--- src/hdl/nrf_pkg.sv ---
// Purpose: Shared constants and types of the node request filter.
// Assumes: AXI4-Lite register access with 32-bit data.
// Notes: All offsets are byte addresses.
package nrf_pkg;
   localparam int ADDR_W = 12;
   localparam int MASK_W = 32;
   localparam logic [ADDR_W-1:0] OFF_ASYNC_HI_SET = 12'h100;
   localparam logic [ADDR_W-1:0] OFF_ASYNC_HI_CLR = 12'h104;
   localparam logic [ADDR_W-1:0] OFF_ASYNC_LO_SET = 12'h108;
   localparam logic [ADDR_W-1:0] OFF_ASYNC_LO_CLR = 12'h10c;
   localparam logic [ADDR_W-1:0] OFF_PHYS_HI_SET = 12'h110;
   localparam logic [ADDR_W-1:0] OFF_PHYS_HI_CLR = 12'h114;
   localparam logic [MASK_W-1:0] MASK_RESET = 32'h00000000;
   localparam logic [MASK_W-1:0] MASK_NONE = 32'h00000000;
   localparam logic [MASK_W-1:0] MASK_ALL = 32'hffffffff;
   // Bits that a serial bus reset clears; the remote-bus bit survives.
   localparam logic [MASK_W-1:0] BUS_RST_CLR = 32'h7fffffff;
   localparam logic [4:0] REMOTE_BIT = 5'h1f;
   localparam logic [9:0] LOCAL_BUS_ID = 10'h3ff;
   localparam logic [5:0] NODE_BCAST = 6'h3f;
   localparam int NODE_UPPER_BIT = 5;
   localparam logic [1:0] RESP_OKAY = 2'h0;
   localparam logic [1:0] RESP_SLVERR = 2'h2;
   localparam logic [31:0] READ_UNMAPPED = 32'h00000000;

   typedef enum logic [2:0] {
      SEL_NONE = 3'b000,
      SEL_ASYNC_HI = 3'b001,
      SEL_ASYNC_LO = 3'b010,
      SEL_PHYS_HI = 3'b011
   } nrf_sel_t;

   typedef enum logic [0:0] {
      WR_COLLECT = 1'b0,
      WR_RESP = 1'b1
   } nrf_wr_st_t;

   typedef enum logic [0:0] {
      RD_IDLE = 1'b0,
      RD_DATA = 1'b1
   } nrf_rd_st_t;
endpackage

--- src/hdl/nrf_req_if.sv ---
// Purpose: Carries a request and the masks to the filter, and its verdict back.
// Assumes: Everything here runs on the one block clock.
// Notes: The top drives requests and masks, the filter the verdict.
`timescale 1ns/1ps
`default_nettype none
interface nrf_req_if;
   logic reqValid;
   logic reqPhys;
   logic [9:0] srcBus;
   logic [5:0] srcNode;
   logic [9:0] localBus;
   logic [31:0] asyncLow;
   logic [31:0] asyncHigh;
   logic [31:0] physLow;
   logic [31:0] physHigh;
   logic decValid;
   logic decAck;
   logic decPhys;
   logic decArrq;
   modport filt (input reqValid, reqPhys, srcBus, srcNode, localBus,
      asyncLow, asyncHigh, physLow, physHigh,
      output decValid, decAck, decPhys, decArrq);
   modport top (output reqValid, reqPhys, srcBus, srcNode, localBus,
      asyncLow, asyncHigh, physLow, physHigh,
      input decValid, decAck, decPhys, decArrq);
endinterface
`default_nettype wire

--- src/hdl/nrf_mask_reg.sv ---
// Purpose: One set/clear mask register.
// Assumes: Set and clear vectors are one-cycle pulses.
// Notes: A set in the same cycle as any clear wins.
`timescale 1ns/1ps
`default_nettype none
module nrf_mask_reg #(
   parameter int WIDTH = 32,
   parameter logic [WIDTH-1:0] RESET_VAL = '0
) (
   input wire logic clock,
   input wire logic rst_b,
   input wire logic [WIDTH-1:0] setBits,
   input wire logic [WIDTH-1:0] clrBits,
   input wire logic [WIDTH-1:0] busRstClr,
   output logic [WIDTH-1:0] value
);
   typedef struct packed {
      logic [WIDTH-1:0] mask;
   } nrf_mask_st_t;

   nrf_mask_st_t state_r;
   nrf_mask_st_t state_nxt;

   always_comb begin
      state_nxt = state_r;
      state_nxt.mask = (state_r.mask & ~clrBits & ~busRstClr) | setBits;
   end

   always_ff @(posedge clock) begin
      if (!rst_b) begin
         state_r.mask <= RESET_VAL;
      end else begin
         state_r <= state_nxt;
      end
   end

   assign value = state_r.mask;
endmodule
`default_nettype wire

--- src/hdl/nrf_node_filter.sv ---
// Purpose: Decides acceptance and routing of one incoming request.
// Assumes: Request and masks are stable in the cycle reqValid is high.
// Notes: The verdict appears one clock after the request.
`timescale 1ns/1ps
`default_nettype none
module nrf_node_filter (
   input wire logic clock,
   input wire logic rst_b,
   nrf_req_if.filt rq
);
   typedef struct packed {
      logic valid;
      logic ack;
      logic toPhys;
      logic toArrq;
   } nrf_dec_st_t;

   nrf_dec_st_t state_r;
   nrf_dec_st_t state_nxt;

   always_comb begin
      logic isLocal;
      logic asyncOk;
      logic physOk;
      isLocal = 1'b0;
      asyncOk = 1'b0;
      physOk = 1'b0;
      state_nxt = state_r;
      isLocal = (rq.srcBus == nrf_pkg::LOCAL_BUS_ID) ||
         (rq.srcBus == rq.localBus);
      if (isLocal) begin
         if (!rq.srcNode[nrf_pkg::NODE_UPPER_BIT]) begin
            asyncOk = rq.asyncLow[rq.srcNode[4:0]];
            physOk = rq.physLow[rq.srcNode[4:0]];
         end else if (rq.srcNode != nrf_pkg::NODE_BCAST) begin
            asyncOk = rq.asyncHigh[rq.srcNode[4:0]];
            physOk = rq.physHigh[rq.srcNode[4:0]];
         end
      end else begin
         // Either remote-bus bit admits a foreign packet.
         asyncOk = rq.asyncHigh[nrf_pkg::REMOTE_BIT] |
            rq.physHigh[nrf_pkg::REMOTE_BIT];
         physOk = rq.physHigh[nrf_pkg::REMOTE_BIT];
      end
      state_nxt.valid = rq.reqValid;
      state_nxt.ack = rq.reqValid & asyncOk;
      state_nxt.toPhys = rq.reqValid & asyncOk & rq.reqPhys & physOk;
      state_nxt.toArrq = rq.reqValid & asyncOk &
         ~(rq.reqPhys & physOk);
   end

   always_ff @(posedge clock) begin
      if (!rst_b) begin
         state_r <= '0;
      end else begin
         state_r <= state_nxt;
      end
   end

   assign rq.decValid = state_r.valid;
   assign rq.decAck = state_r.ack;
   assign rq.decPhys = state_r.toPhys;
   assign rq.decArrq = state_r.toArrq;
endmodule
`default_nettype wire

--- src/hdl/nrf_node_request_filter.sv ---
// Purpose: Per-node receive request filter with its AXI4-Lite masks.
// Assumes: Request, bus reset and physical low mask share the clock.
// Notes: Every output of this module comes from a flip-flop.
//
// Function
// - Lower async mask bit n accepts async requests from node n.
// - Lower async mask: set 108h, clear 10Ch, resets to zero.
// - Upper physical mask: set 110h, clear 114h, resets to zero.
// - Accepted physical request with clear physical bit goes to async.
// - Upper physical bits 30..0 map to local nodes 62..32.
// - Per-node comparison applies only to sources on the local bus.
// - Remote-bus packets need bit 31 of either upper mask; physical routing needs the physical one.
// - Upper physical bit 31 survives a serial bus reset.
// - Local node with clear async bit: no acknowledge, no queueing.
// - Upper async mask covers nodes 62..32, bit 31 remote buses.
//
// The AXI4-Lite slave port was decided locally.
`timescale 1ns/1ps
`default_nettype none
module nrf_node_request_filter (
   input wire logic clock,
   input wire logic rst_b,
   input wire logic [nrf_pkg::ADDR_W-1:0] s_axi_awaddr,
   input wire logic s_axi_awvalid,
   output logic s_axi_awready,
   input wire logic [31:0] s_axi_wdata,
   input wire logic [3:0] s_axi_wstrb,
   input wire logic s_axi_wvalid,
   output logic s_axi_wready,
   output logic [1:0] s_axi_bresp,
   output logic s_axi_bvalid,
   input wire logic s_axi_bready,
   input wire logic [nrf_pkg::ADDR_W-1:0] s_axi_araddr,
   input wire logic s_axi_arvalid,
   output logic s_axi_arready,
   output logic [31:0] s_axi_rdata,
   output logic [1:0] s_axi_rresp,
   output logic s_axi_rvalid,
   input wire logic s_axi_rready,
   input wire logic serialBusReset,
   input wire logic [9:0] localBusId,
   input wire logic [31:0] physLowMask,
   input wire logic reqValid,
   input wire logic reqPhys,
   input wire logic [9:0] reqSrcBus,
   input wire logic [5:0] reqSrcNode,
   output logic decValid,
   output logic decAck,
   output logic decPhysCtx,
   output logic decArrqCtx
);
   typedef struct packed {
      nrf_pkg::nrf_wr_st_t wrSt;
      logic awReady;
      logic awHave;
      logic [nrf_pkg::ADDR_W-1:0] awAddr;
      logic wReady;
      logic wHave;
      logic [31:0] wData;
      logic [3:0] wStrb;
      logic bValid;
      logic [1:0] bResp;
      nrf_pkg::nrf_rd_st_t rdSt;
      logic arReady;
      logic rValid;
      logic [31:0] rData;
      logic [1:0] rResp;
   } nrf_bus_st_t;

   nrf_bus_st_t state_r;
   nrf_bus_st_t state_nxt;

   logic [31:0] asyncLowVal;
   logic [31:0] asyncHighVal;
   logic [31:0] physHighVal;
   logic [31:0] asyncLowSet;
   logic [31:0] asyncLowClr;
   logic [31:0] asyncHighSet;
   logic [31:0] asyncHighClr;
   logic [31:0] physHighSet;
   logic [31:0] physHighClr;
   logic [31:0] physBusRstClr;
   logic doWrite;
   logic [31:0] wrBits;
   nrf_pkg::nrf_sel_t wrSel;
   logic wrIsSet;

   nrf_req_if rq();

   // Widens byte strobes into a bit mask.
   function automatic logic [31:0] strbMask(input logic [3:0] strb);
      logic [31:0] m;
      m = nrf_pkg::MASK_NONE;
      for (int i = 0; i < 4; i++) begin
         m[i*8 +: 8] = {8{strb[i]}};
      end
      return m;
   endfunction

   // Maps an address onto the mask it reaches.
   function automatic nrf_pkg::nrf_sel_t regSel(
      input logic [nrf_pkg::ADDR_W-1:0] addr
   );
      nrf_pkg::nrf_sel_t s;
      s = nrf_pkg::SEL_NONE;
      case (addr)
         nrf_pkg::OFF_ASYNC_HI_SET,
         nrf_pkg::OFF_ASYNC_HI_CLR: begin
            s = nrf_pkg::SEL_ASYNC_HI;
         end
         nrf_pkg::OFF_ASYNC_LO_SET,
         nrf_pkg::OFF_ASYNC_LO_CLR: begin
            s = nrf_pkg::SEL_ASYNC_LO;
         end
         nrf_pkg::OFF_PHYS_HI_SET,
         nrf_pkg::OFF_PHYS_HI_CLR: begin
            s = nrf_pkg::SEL_PHYS_HI;
         end
         default: begin
            s = nrf_pkg::SEL_NONE;
         end
      endcase
      return s;
   endfunction

   // Set addresses are the even words of each pair.
   function automatic logic isSetAddr(
      input logic [nrf_pkg::ADDR_W-1:0] addr
   );
      return (addr == nrf_pkg::OFF_ASYNC_HI_SET) ||
         (addr == nrf_pkg::OFF_ASYNC_LO_SET) ||
         (addr == nrf_pkg::OFF_PHYS_HI_SET);
   endfunction

   // The write is carried out in the cycle that raises the response.
   always_comb begin
      doWrite = (state_r.wrSt == nrf_pkg::WR_COLLECT) &&
         state_r.awHave && state_r.wHave;
      wrSel = regSel(state_r.awAddr);
      wrIsSet = isSetAddr(state_r.awAddr);
      wrBits = state_r.wData & strbMask(state_r.wStrb);
   end

   always_comb begin
      asyncLowSet = nrf_pkg::MASK_NONE;
      asyncLowClr = nrf_pkg::MASK_NONE;
      asyncHighSet = nrf_pkg::MASK_NONE;
      asyncHighClr = nrf_pkg::MASK_NONE;
      physHighSet = nrf_pkg::MASK_NONE;
      physHighClr = nrf_pkg::MASK_NONE;
      if (doWrite) begin
         case (wrSel)
            nrf_pkg::SEL_ASYNC_LO: begin
               if (wrIsSet) begin
                  asyncLowSet = wrBits;
               end else begin
                  asyncLowClr = wrBits;
               end
            end
            nrf_pkg::SEL_ASYNC_HI: begin
               if (wrIsSet) begin
                  asyncHighSet = wrBits;
               end else begin
                  asyncHighClr = wrBits;
               end
            end
            nrf_pkg::SEL_PHYS_HI: begin
               if (wrIsSet) begin
                  physHighSet = wrBits;
               end else begin
                  physHighClr = wrBits;
               end
            end
            default: begin
               asyncLowSet = nrf_pkg::MASK_NONE;
            end
         endcase
      end
   end

   // A bus reset drops upper-node physical routing but keeps the remote-bus bit.
   assign physBusRstClr = serialBusReset ? nrf_pkg::BUS_RST_CLR :
      nrf_pkg::MASK_NONE;

   nrf_mask_reg #(
      .WIDTH(nrf_pkg::MASK_W),
      .RESET_VAL(nrf_pkg::MASK_RESET)
   ) u_async_low (
      .clock(clock),
      .rst_b(rst_b),
      .setBits(asyncLowSet),
      .clrBits(asyncLowClr),
      .busRstClr(nrf_pkg::MASK_NONE),
      .value(asyncLowVal)
   );

   nrf_mask_reg #(
      .WIDTH(nrf_pkg::MASK_W),
      .RESET_VAL(nrf_pkg::MASK_RESET)
   ) u_async_high (
      .clock(clock),
      .rst_b(rst_b),
      .setBits(asyncHighSet),
      .clrBits(asyncHighClr),
      .busRstClr(nrf_pkg::MASK_NONE),
      .value(asyncHighVal)
   );

   nrf_mask_reg #(
      .WIDTH(nrf_pkg::MASK_W),
      .RESET_VAL(nrf_pkg::MASK_RESET)
   ) u_phys_high (
      .clock(clock),
      .rst_b(rst_b),
      .setBits(physHighSet),
      .clrBits(physHighClr),
      .busRstClr(physBusRstClr),
      .value(physHighVal)
   );

   assign rq.reqValid = reqValid;
   assign rq.reqPhys = reqPhys;
   assign rq.srcBus = reqSrcBus;
   assign rq.srcNode = reqSrcNode;
   assign rq.localBus = localBusId;
   assign rq.asyncLow = asyncLowVal;
   assign rq.asyncHigh = asyncHighVal;
   assign rq.physLow = physLowMask;
   assign rq.physHigh = physHighVal;

   nrf_node_filter u_filter (
      .clock(clock),
      .rst_b(rst_b),
      .rq(rq)
   );

   always_comb begin
      nrf_pkg::nrf_sel_t rdSel;
      rdSel = nrf_pkg::SEL_NONE;
      state_nxt = state_r;
      // Write address and data are taken in either order.
      if (state_r.awReady && s_axi_awvalid) begin
         state_nxt.awReady = 1'b0;
         state_nxt.awHave = 1'b1;
         state_nxt.awAddr = s_axi_awaddr;
      end
      if (state_r.wReady && s_axi_wvalid) begin
         state_nxt.wReady = 1'b0;
         state_nxt.wHave = 1'b1;
         state_nxt.wData = s_axi_wdata;
         state_nxt.wStrb = s_axi_wstrb;
      end
      case (state_r.wrSt)
         nrf_pkg::WR_COLLECT: begin
            if (doWrite) begin
               state_nxt.wrSt = nrf_pkg::WR_RESP;
               state_nxt.awHave = 1'b0;
               state_nxt.wHave = 1'b0;
               state_nxt.bValid = 1'b1;
               state_nxt.bResp = (wrSel == nrf_pkg::SEL_NONE) ?
                  nrf_pkg::RESP_SLVERR : nrf_pkg::RESP_OKAY;
            end
         end
         nrf_pkg::WR_RESP: begin
            if (s_axi_bready) begin
               state_nxt.wrSt = nrf_pkg::WR_COLLECT;
               state_nxt.bValid = 1'b0;
               state_nxt.awReady = 1'b1;
               state_nxt.wReady = 1'b1;
            end
         end
         default: begin
            state_nxt.wrSt = nrf_pkg::WR_COLLECT;
         end
      endcase
      // Either address of a pair reads back the same mask.
      case (state_r.rdSt)
         nrf_pkg::RD_IDLE: begin
            if (s_axi_arvalid) begin
               rdSel = regSel(s_axi_araddr);
               state_nxt.rdSt = nrf_pkg::RD_DATA;
               state_nxt.arReady = 1'b0;
               state_nxt.rValid = 1'b1;
               state_nxt.rResp = nrf_pkg::RESP_OKAY;
               case (rdSel)
                  nrf_pkg::SEL_ASYNC_LO: begin
                     state_nxt.rData = asyncLowVal;
                  end
                  nrf_pkg::SEL_ASYNC_HI: begin
                     state_nxt.rData = asyncHighVal;
                  end
                  nrf_pkg::SEL_PHYS_HI: begin
                     state_nxt.rData = physHighVal;
                  end
                  default: begin
                     state_nxt.rData = nrf_pkg::READ_UNMAPPED;
                     state_nxt.rResp = nrf_pkg::RESP_SLVERR;
                  end
               endcase
            end
         end
         nrf_pkg::RD_DATA: begin
            if (s_axi_rready) begin
               state_nxt.rdSt = nrf_pkg::RD_IDLE;
               state_nxt.rValid = 1'b0;
               state_nxt.arReady = 1'b1;
            end
         end
         default: begin
            state_nxt.rdSt = nrf_pkg::RD_IDLE;
         end
      endcase
   end

   always_ff @(posedge clock) begin
      if (!rst_b) begin
         state_r.wrSt <= nrf_pkg::WR_COLLECT;
         state_r.awReady <= 1'b1;
         state_r.awHave <= 1'b0;
         state_r.awAddr <= '0;
         state_r.wReady <= 1'b1;
         state_r.wHave <= 1'b0;
         state_r.wData <= '0;
         state_r.wStrb <= '0;
         state_r.bValid <= 1'b0;
         state_r.bResp <= nrf_pkg::RESP_OKAY;
         state_r.rdSt <= nrf_pkg::RD_IDLE;
         state_r.arReady <= 1'b1;
         state_r.rValid <= 1'b0;
         state_r.rData <= '0;
         state_r.rResp <= nrf_pkg::RESP_OKAY;
      end else begin
         state_r <= state_nxt;
      end
   end

   assign s_axi_awready = state_r.awReady;
   assign s_axi_wready = state_r.wReady;
   assign s_axi_bvalid = state_r.bValid;
   assign s_axi_bresp = state_r.bResp;
   assign s_axi_arready = state_r.arReady;
   assign s_axi_rvalid = state_r.rValid;
   assign s_axi_rdata = state_r.rData;
   assign s_axi_rresp = state_r.rResp;
   assign decValid = rq.decValid;
   assign decAck = rq.decAck;
   assign decPhysCtx = rq.decPhys;
   assign decArrqCtx = rq.decArrq;
endmodule
`default_nettype wire

--- config.mk ---
export PLATFORM = sky130hd
export DESIGN_NAME = nrf_node_request_filter
export DESIGN_NICKNAME = d
export VERILOG_FILES = /design/src/hdl/nrf_pkg.sv /design/src/hdl/nrf_req_if.sv /design/src/hdl/nrf_mask_reg.sv /design/src/hdl/nrf_node_filter.sv /design/src/hdl/nrf_node_request_filter.sv
export SDC_FILE = /design/constraint.sdc
export NUM_CORES = 1
export LEC_CHECK = 0
export ABC_AREA = 1
export BUFFER_PORTS_ARGS = -buffer_cell sky130_fd_sc_hd__buf_4
export CAP_MARGIN = 20
export CELL_PAD_IN_SITES_DETAIL_PLACEMENT = 0
export CELL_PAD_IN_SITES_GLOBAL_PLACEMENT = 2
export CORE_UTILIZATION = 30
export DETAILED_ROUTE_END_ITERATION = 12
export HOLD_SLACK_MARGIN = 0.1
export PLACE_DENSITY = 0.84
export SYNTH_ARGS = -nofsm -noshare
export SYNTH_HDL_FRONTEND = slang
export SYNTH_SLANG_ARGS = --single-unit
--- constraint.sdc ---
create_clock -name clock -period 1.7 [get_ports clock]
set_input_delay 0.085 -clock clock [delete_from_list [all_inputs] [get_ports clock]]
set_output_delay 0.085 -clock clock [all_outputs]
set_load 0.02 [all_outputs]
==> reports/qor.yml <==
run_status:
  status: "complete, but fails checks"
  violations: "setup timing"
routing:
  routed_wl_um: 33800
  wl_met1_um: 18000
  vias_per_cell: 4.61
  drc_errors: 0
  first_pass_iters: 8
  num_vias: 10300
  dr_wl_met2_um: 13500
  final_antenna_net_count: 0
  drt_iter0_drc: 845
  topRoutingLayerUsed: "met4"
  detail_route.wl_per_cell_um: 15.1
  met3_length_um: 1960
timing:
  grt_setup_unrepaired: "yes"
  fin_crit_sh: 1.06
  worst_pin_slew_ns: 0.640
  finalHoldViolCount: 0
  hold_slack_ns: 0.181
  slew_viol_final: 0
  fmax_ghz: 0.553
  setup_viol: 29
  skew_ns: 0.00723
  slew-limit-headroom: 0.573
  min_period_ns: 1.81
  finalWorstSetupSlack_ns: -0.110
synth:
  synth-edff-count: 0
  synth-async-reset-ratio: 0
  synth_area_leaders: "dfxtp_1, nand2_1, nand3_1"
  syn_area_mm2: 0.0101
  synth_cell_type_count: 38
  syn_area_per_cell_um2: 6.40
  netlist.area_leader.share: 0.380
  syn_inst: 1573
  ys_seq_area_frac: 0.380
  ys_ff_latch: 191
  synthFlopType: "dfxtp_1"
  yosysTopAreaCell: "dfxtp_1"
  yosys_warnings: 0
die:
  ios: 173
  core-area_mm2: 0.0328
  die_w_um: 185
  dieHeight_um: 185
  dieArea_mm2: 0.0343
  initial_core_util: 0.307
  rows: 66
final_layout:
  final_common_cell: "nand2_1"
  regArea_mm2: 0.00383
  fill_cells: 3566
  layout_common_cells: "nand2_1, buf_4, nor2_1"
  drive_gt1_frac: 0.199
  layout.cells.non_filler: 2241
  diodes: 0
  fin_nets: 1914
  multiInputGateArea_mm2: 0.00519
  area_growth_pct: 35.2
place:
  dp_hpwl_um: 24600
  place.detailed.instances: 2134
  io_buffers: 170
  gp_congestion: 0.872
global_route:
  grt_antenna_before_repair: 0
  overflow: 0
  grt_pass1_vias: 9030
  grt_max_degree: 89
  grt_pass1_wl_um: 50800
  track_usage: 0.191
setup_path:
  worstSetupPathType: "reg -> reg"
  worstSetupEndpointType: "flip-flop"
  ff2ff_path_depth: 7
  cp.required_ns: 2.02
  arrival_ns: 2.13
  r2r_slack_ns: -0.11
  cp-start-kind: "flip-flop"
  worstReg2RegEnd: "u_phys_high.value[11]"
  critPathMaxFanout: 15
  regToRegStartpoint: "state_r[83]"
clock_network:
  clock_latency_ns: 0.44
  clk_path_buf_depth: 2
  cts.sinks: 191
  clk_pin_slew_ns: 0.07
  cts_tree: "yes"
  cts-root-buf: "clkbuf_16"
  numCtsBuffers: 17
  htree_levels: 4
pwr:
  peakVddDrop_uv: 695
  cellLeakagePower_nw: 5.67
  power_density_mw_per_mm2: 731
hold_path:
  hold_start: "rst_b"
  min_to: "state_r[74]"
  min_path_type: "in -> reg"
  hold_depth: 4
job:
  drv_cap: 0
## layout make-up
type,count,area share
clock inverter,12,0.00819
tap,442,0.0407
sequential,191,0.281
timing repair buffer,320,0.211
inverter,156,0.0440
clock buffer,20,0.0328
multi-input combinational,1100,0.382
## synth_stat cells (3+ instances only)
library cell,number
dfxtp_1,191
clkbuf_1,38
inv_1,148
nand4_1,5
buf_1,8
nand3_1,154
a21oi_1,143
o22ai_1,12
nand2_1,385
o21ai_1,83
or2_2,3
nor2_1,196
buf_4,44
o21ai_0,82
buf_2,32
o211ai_1,6
xnor2_1,6
buf_6,5
nor3_1,4
inv_2,5
## where the power goes
group	leakage, nW	internal (mW)	switching [mW]	total, mW
registers	1.55	4.59	0.0795	4.66
logic	3.85	0.643	0.740	1.38
clock network	0.267	2.07	1.83	3.90
## stage by stage
step / utilization / worst slack, ns / cell area, um2 / TNS (ns) / total power [mW]
2_1_floorplan: - / 0.158 / 10100 / 0 / 5.44
3_3_place_gp: 0.363 / -0.00391 / 11900 / -0.00667 / 5.98
3_5_place_dp: 0.363 / -0.0550 / 11900 / -0.324 / 5.99
4_1_cts: 0.399 / -0.00638 / 13100 / -0.00638 / 10.0
5_1_grt: 0.415 / -0.148 / 13600 / -5.85 / 10.4
6_report: 0.415 / -0.110 / 13600 / -0.578 / 9.94
## timing repair
action                                  CTS  global route
buffers inserted                          1             7
hold endpoints to repair                 60             0
hold buffers                             59             0
pin swaps                                 2            16
gates cloned                              0             8
endpoints found under the setup margin   44            94
resized for setup                         2            65
## layer usage
| metal | global-route usage | up-vias |
|---|---|---|
| met5 | 0 | - |
| met4 | 0.0407 | 0 |
| met3 | 0.0273 | 16 |
| met2 | 0.256 | 320 |
| met1 | 0.309 | 4561 |
| li1 | - | 5444 |
## worst max-delay path, cell delays in order (launching register included)
cell and delay, ns:
dfxtp_2 0.34, nor4_4 0.35, nand3_2 0.17, nor2_4 0.27
clkbuf_16 0.23, nand3_1 0.11, o21ai_1 0.17, a21oi_1 0.07
## kinds of logic after synthesis
| logic type | Yosys count | synth area share |
|---|---|---|
| and+or+nand+nor | 762 | 0.314 |
| AOI/OAI and AO/OA | 330 | 0.170 |
| buffers and inverters | 283 | 0.130 |
| DFF | 191 | 0.380 |
| xor gates and xnor gates | 6 | 0.00522 |
| other | 1 | 0.000373 |
## worst max-delay path by stage
stage	start	to	slack (ns)	cells past startpoint
6_report	state_r[83]	u_phys_high.value[11]	-0.11	7
4_1_cts	state_r[78]	u_async_high.value[31]	-0.006	9
5_1_grt	state_r[83]	u_phys_high.value[11]	-0.15	7
2_1_floorplan	state_r[78]	u_async_low.value[22]	0.16	8
3_5_place_dp	state_r[78]	u_async_high.value[31]	-0.06	9
3_3_place_gp	state_r[78]	u_async_high.value[31]	-0.004	9
## flip-flops by register name (all words and copies together), names as in the netlist, 32 cells and up
name,cells
s_axi_rdata,32
state_r,52
u_async_high.value,32
u_async_low.value,32
u_phys_high.value,32
(Power assumes the default switching activity.)
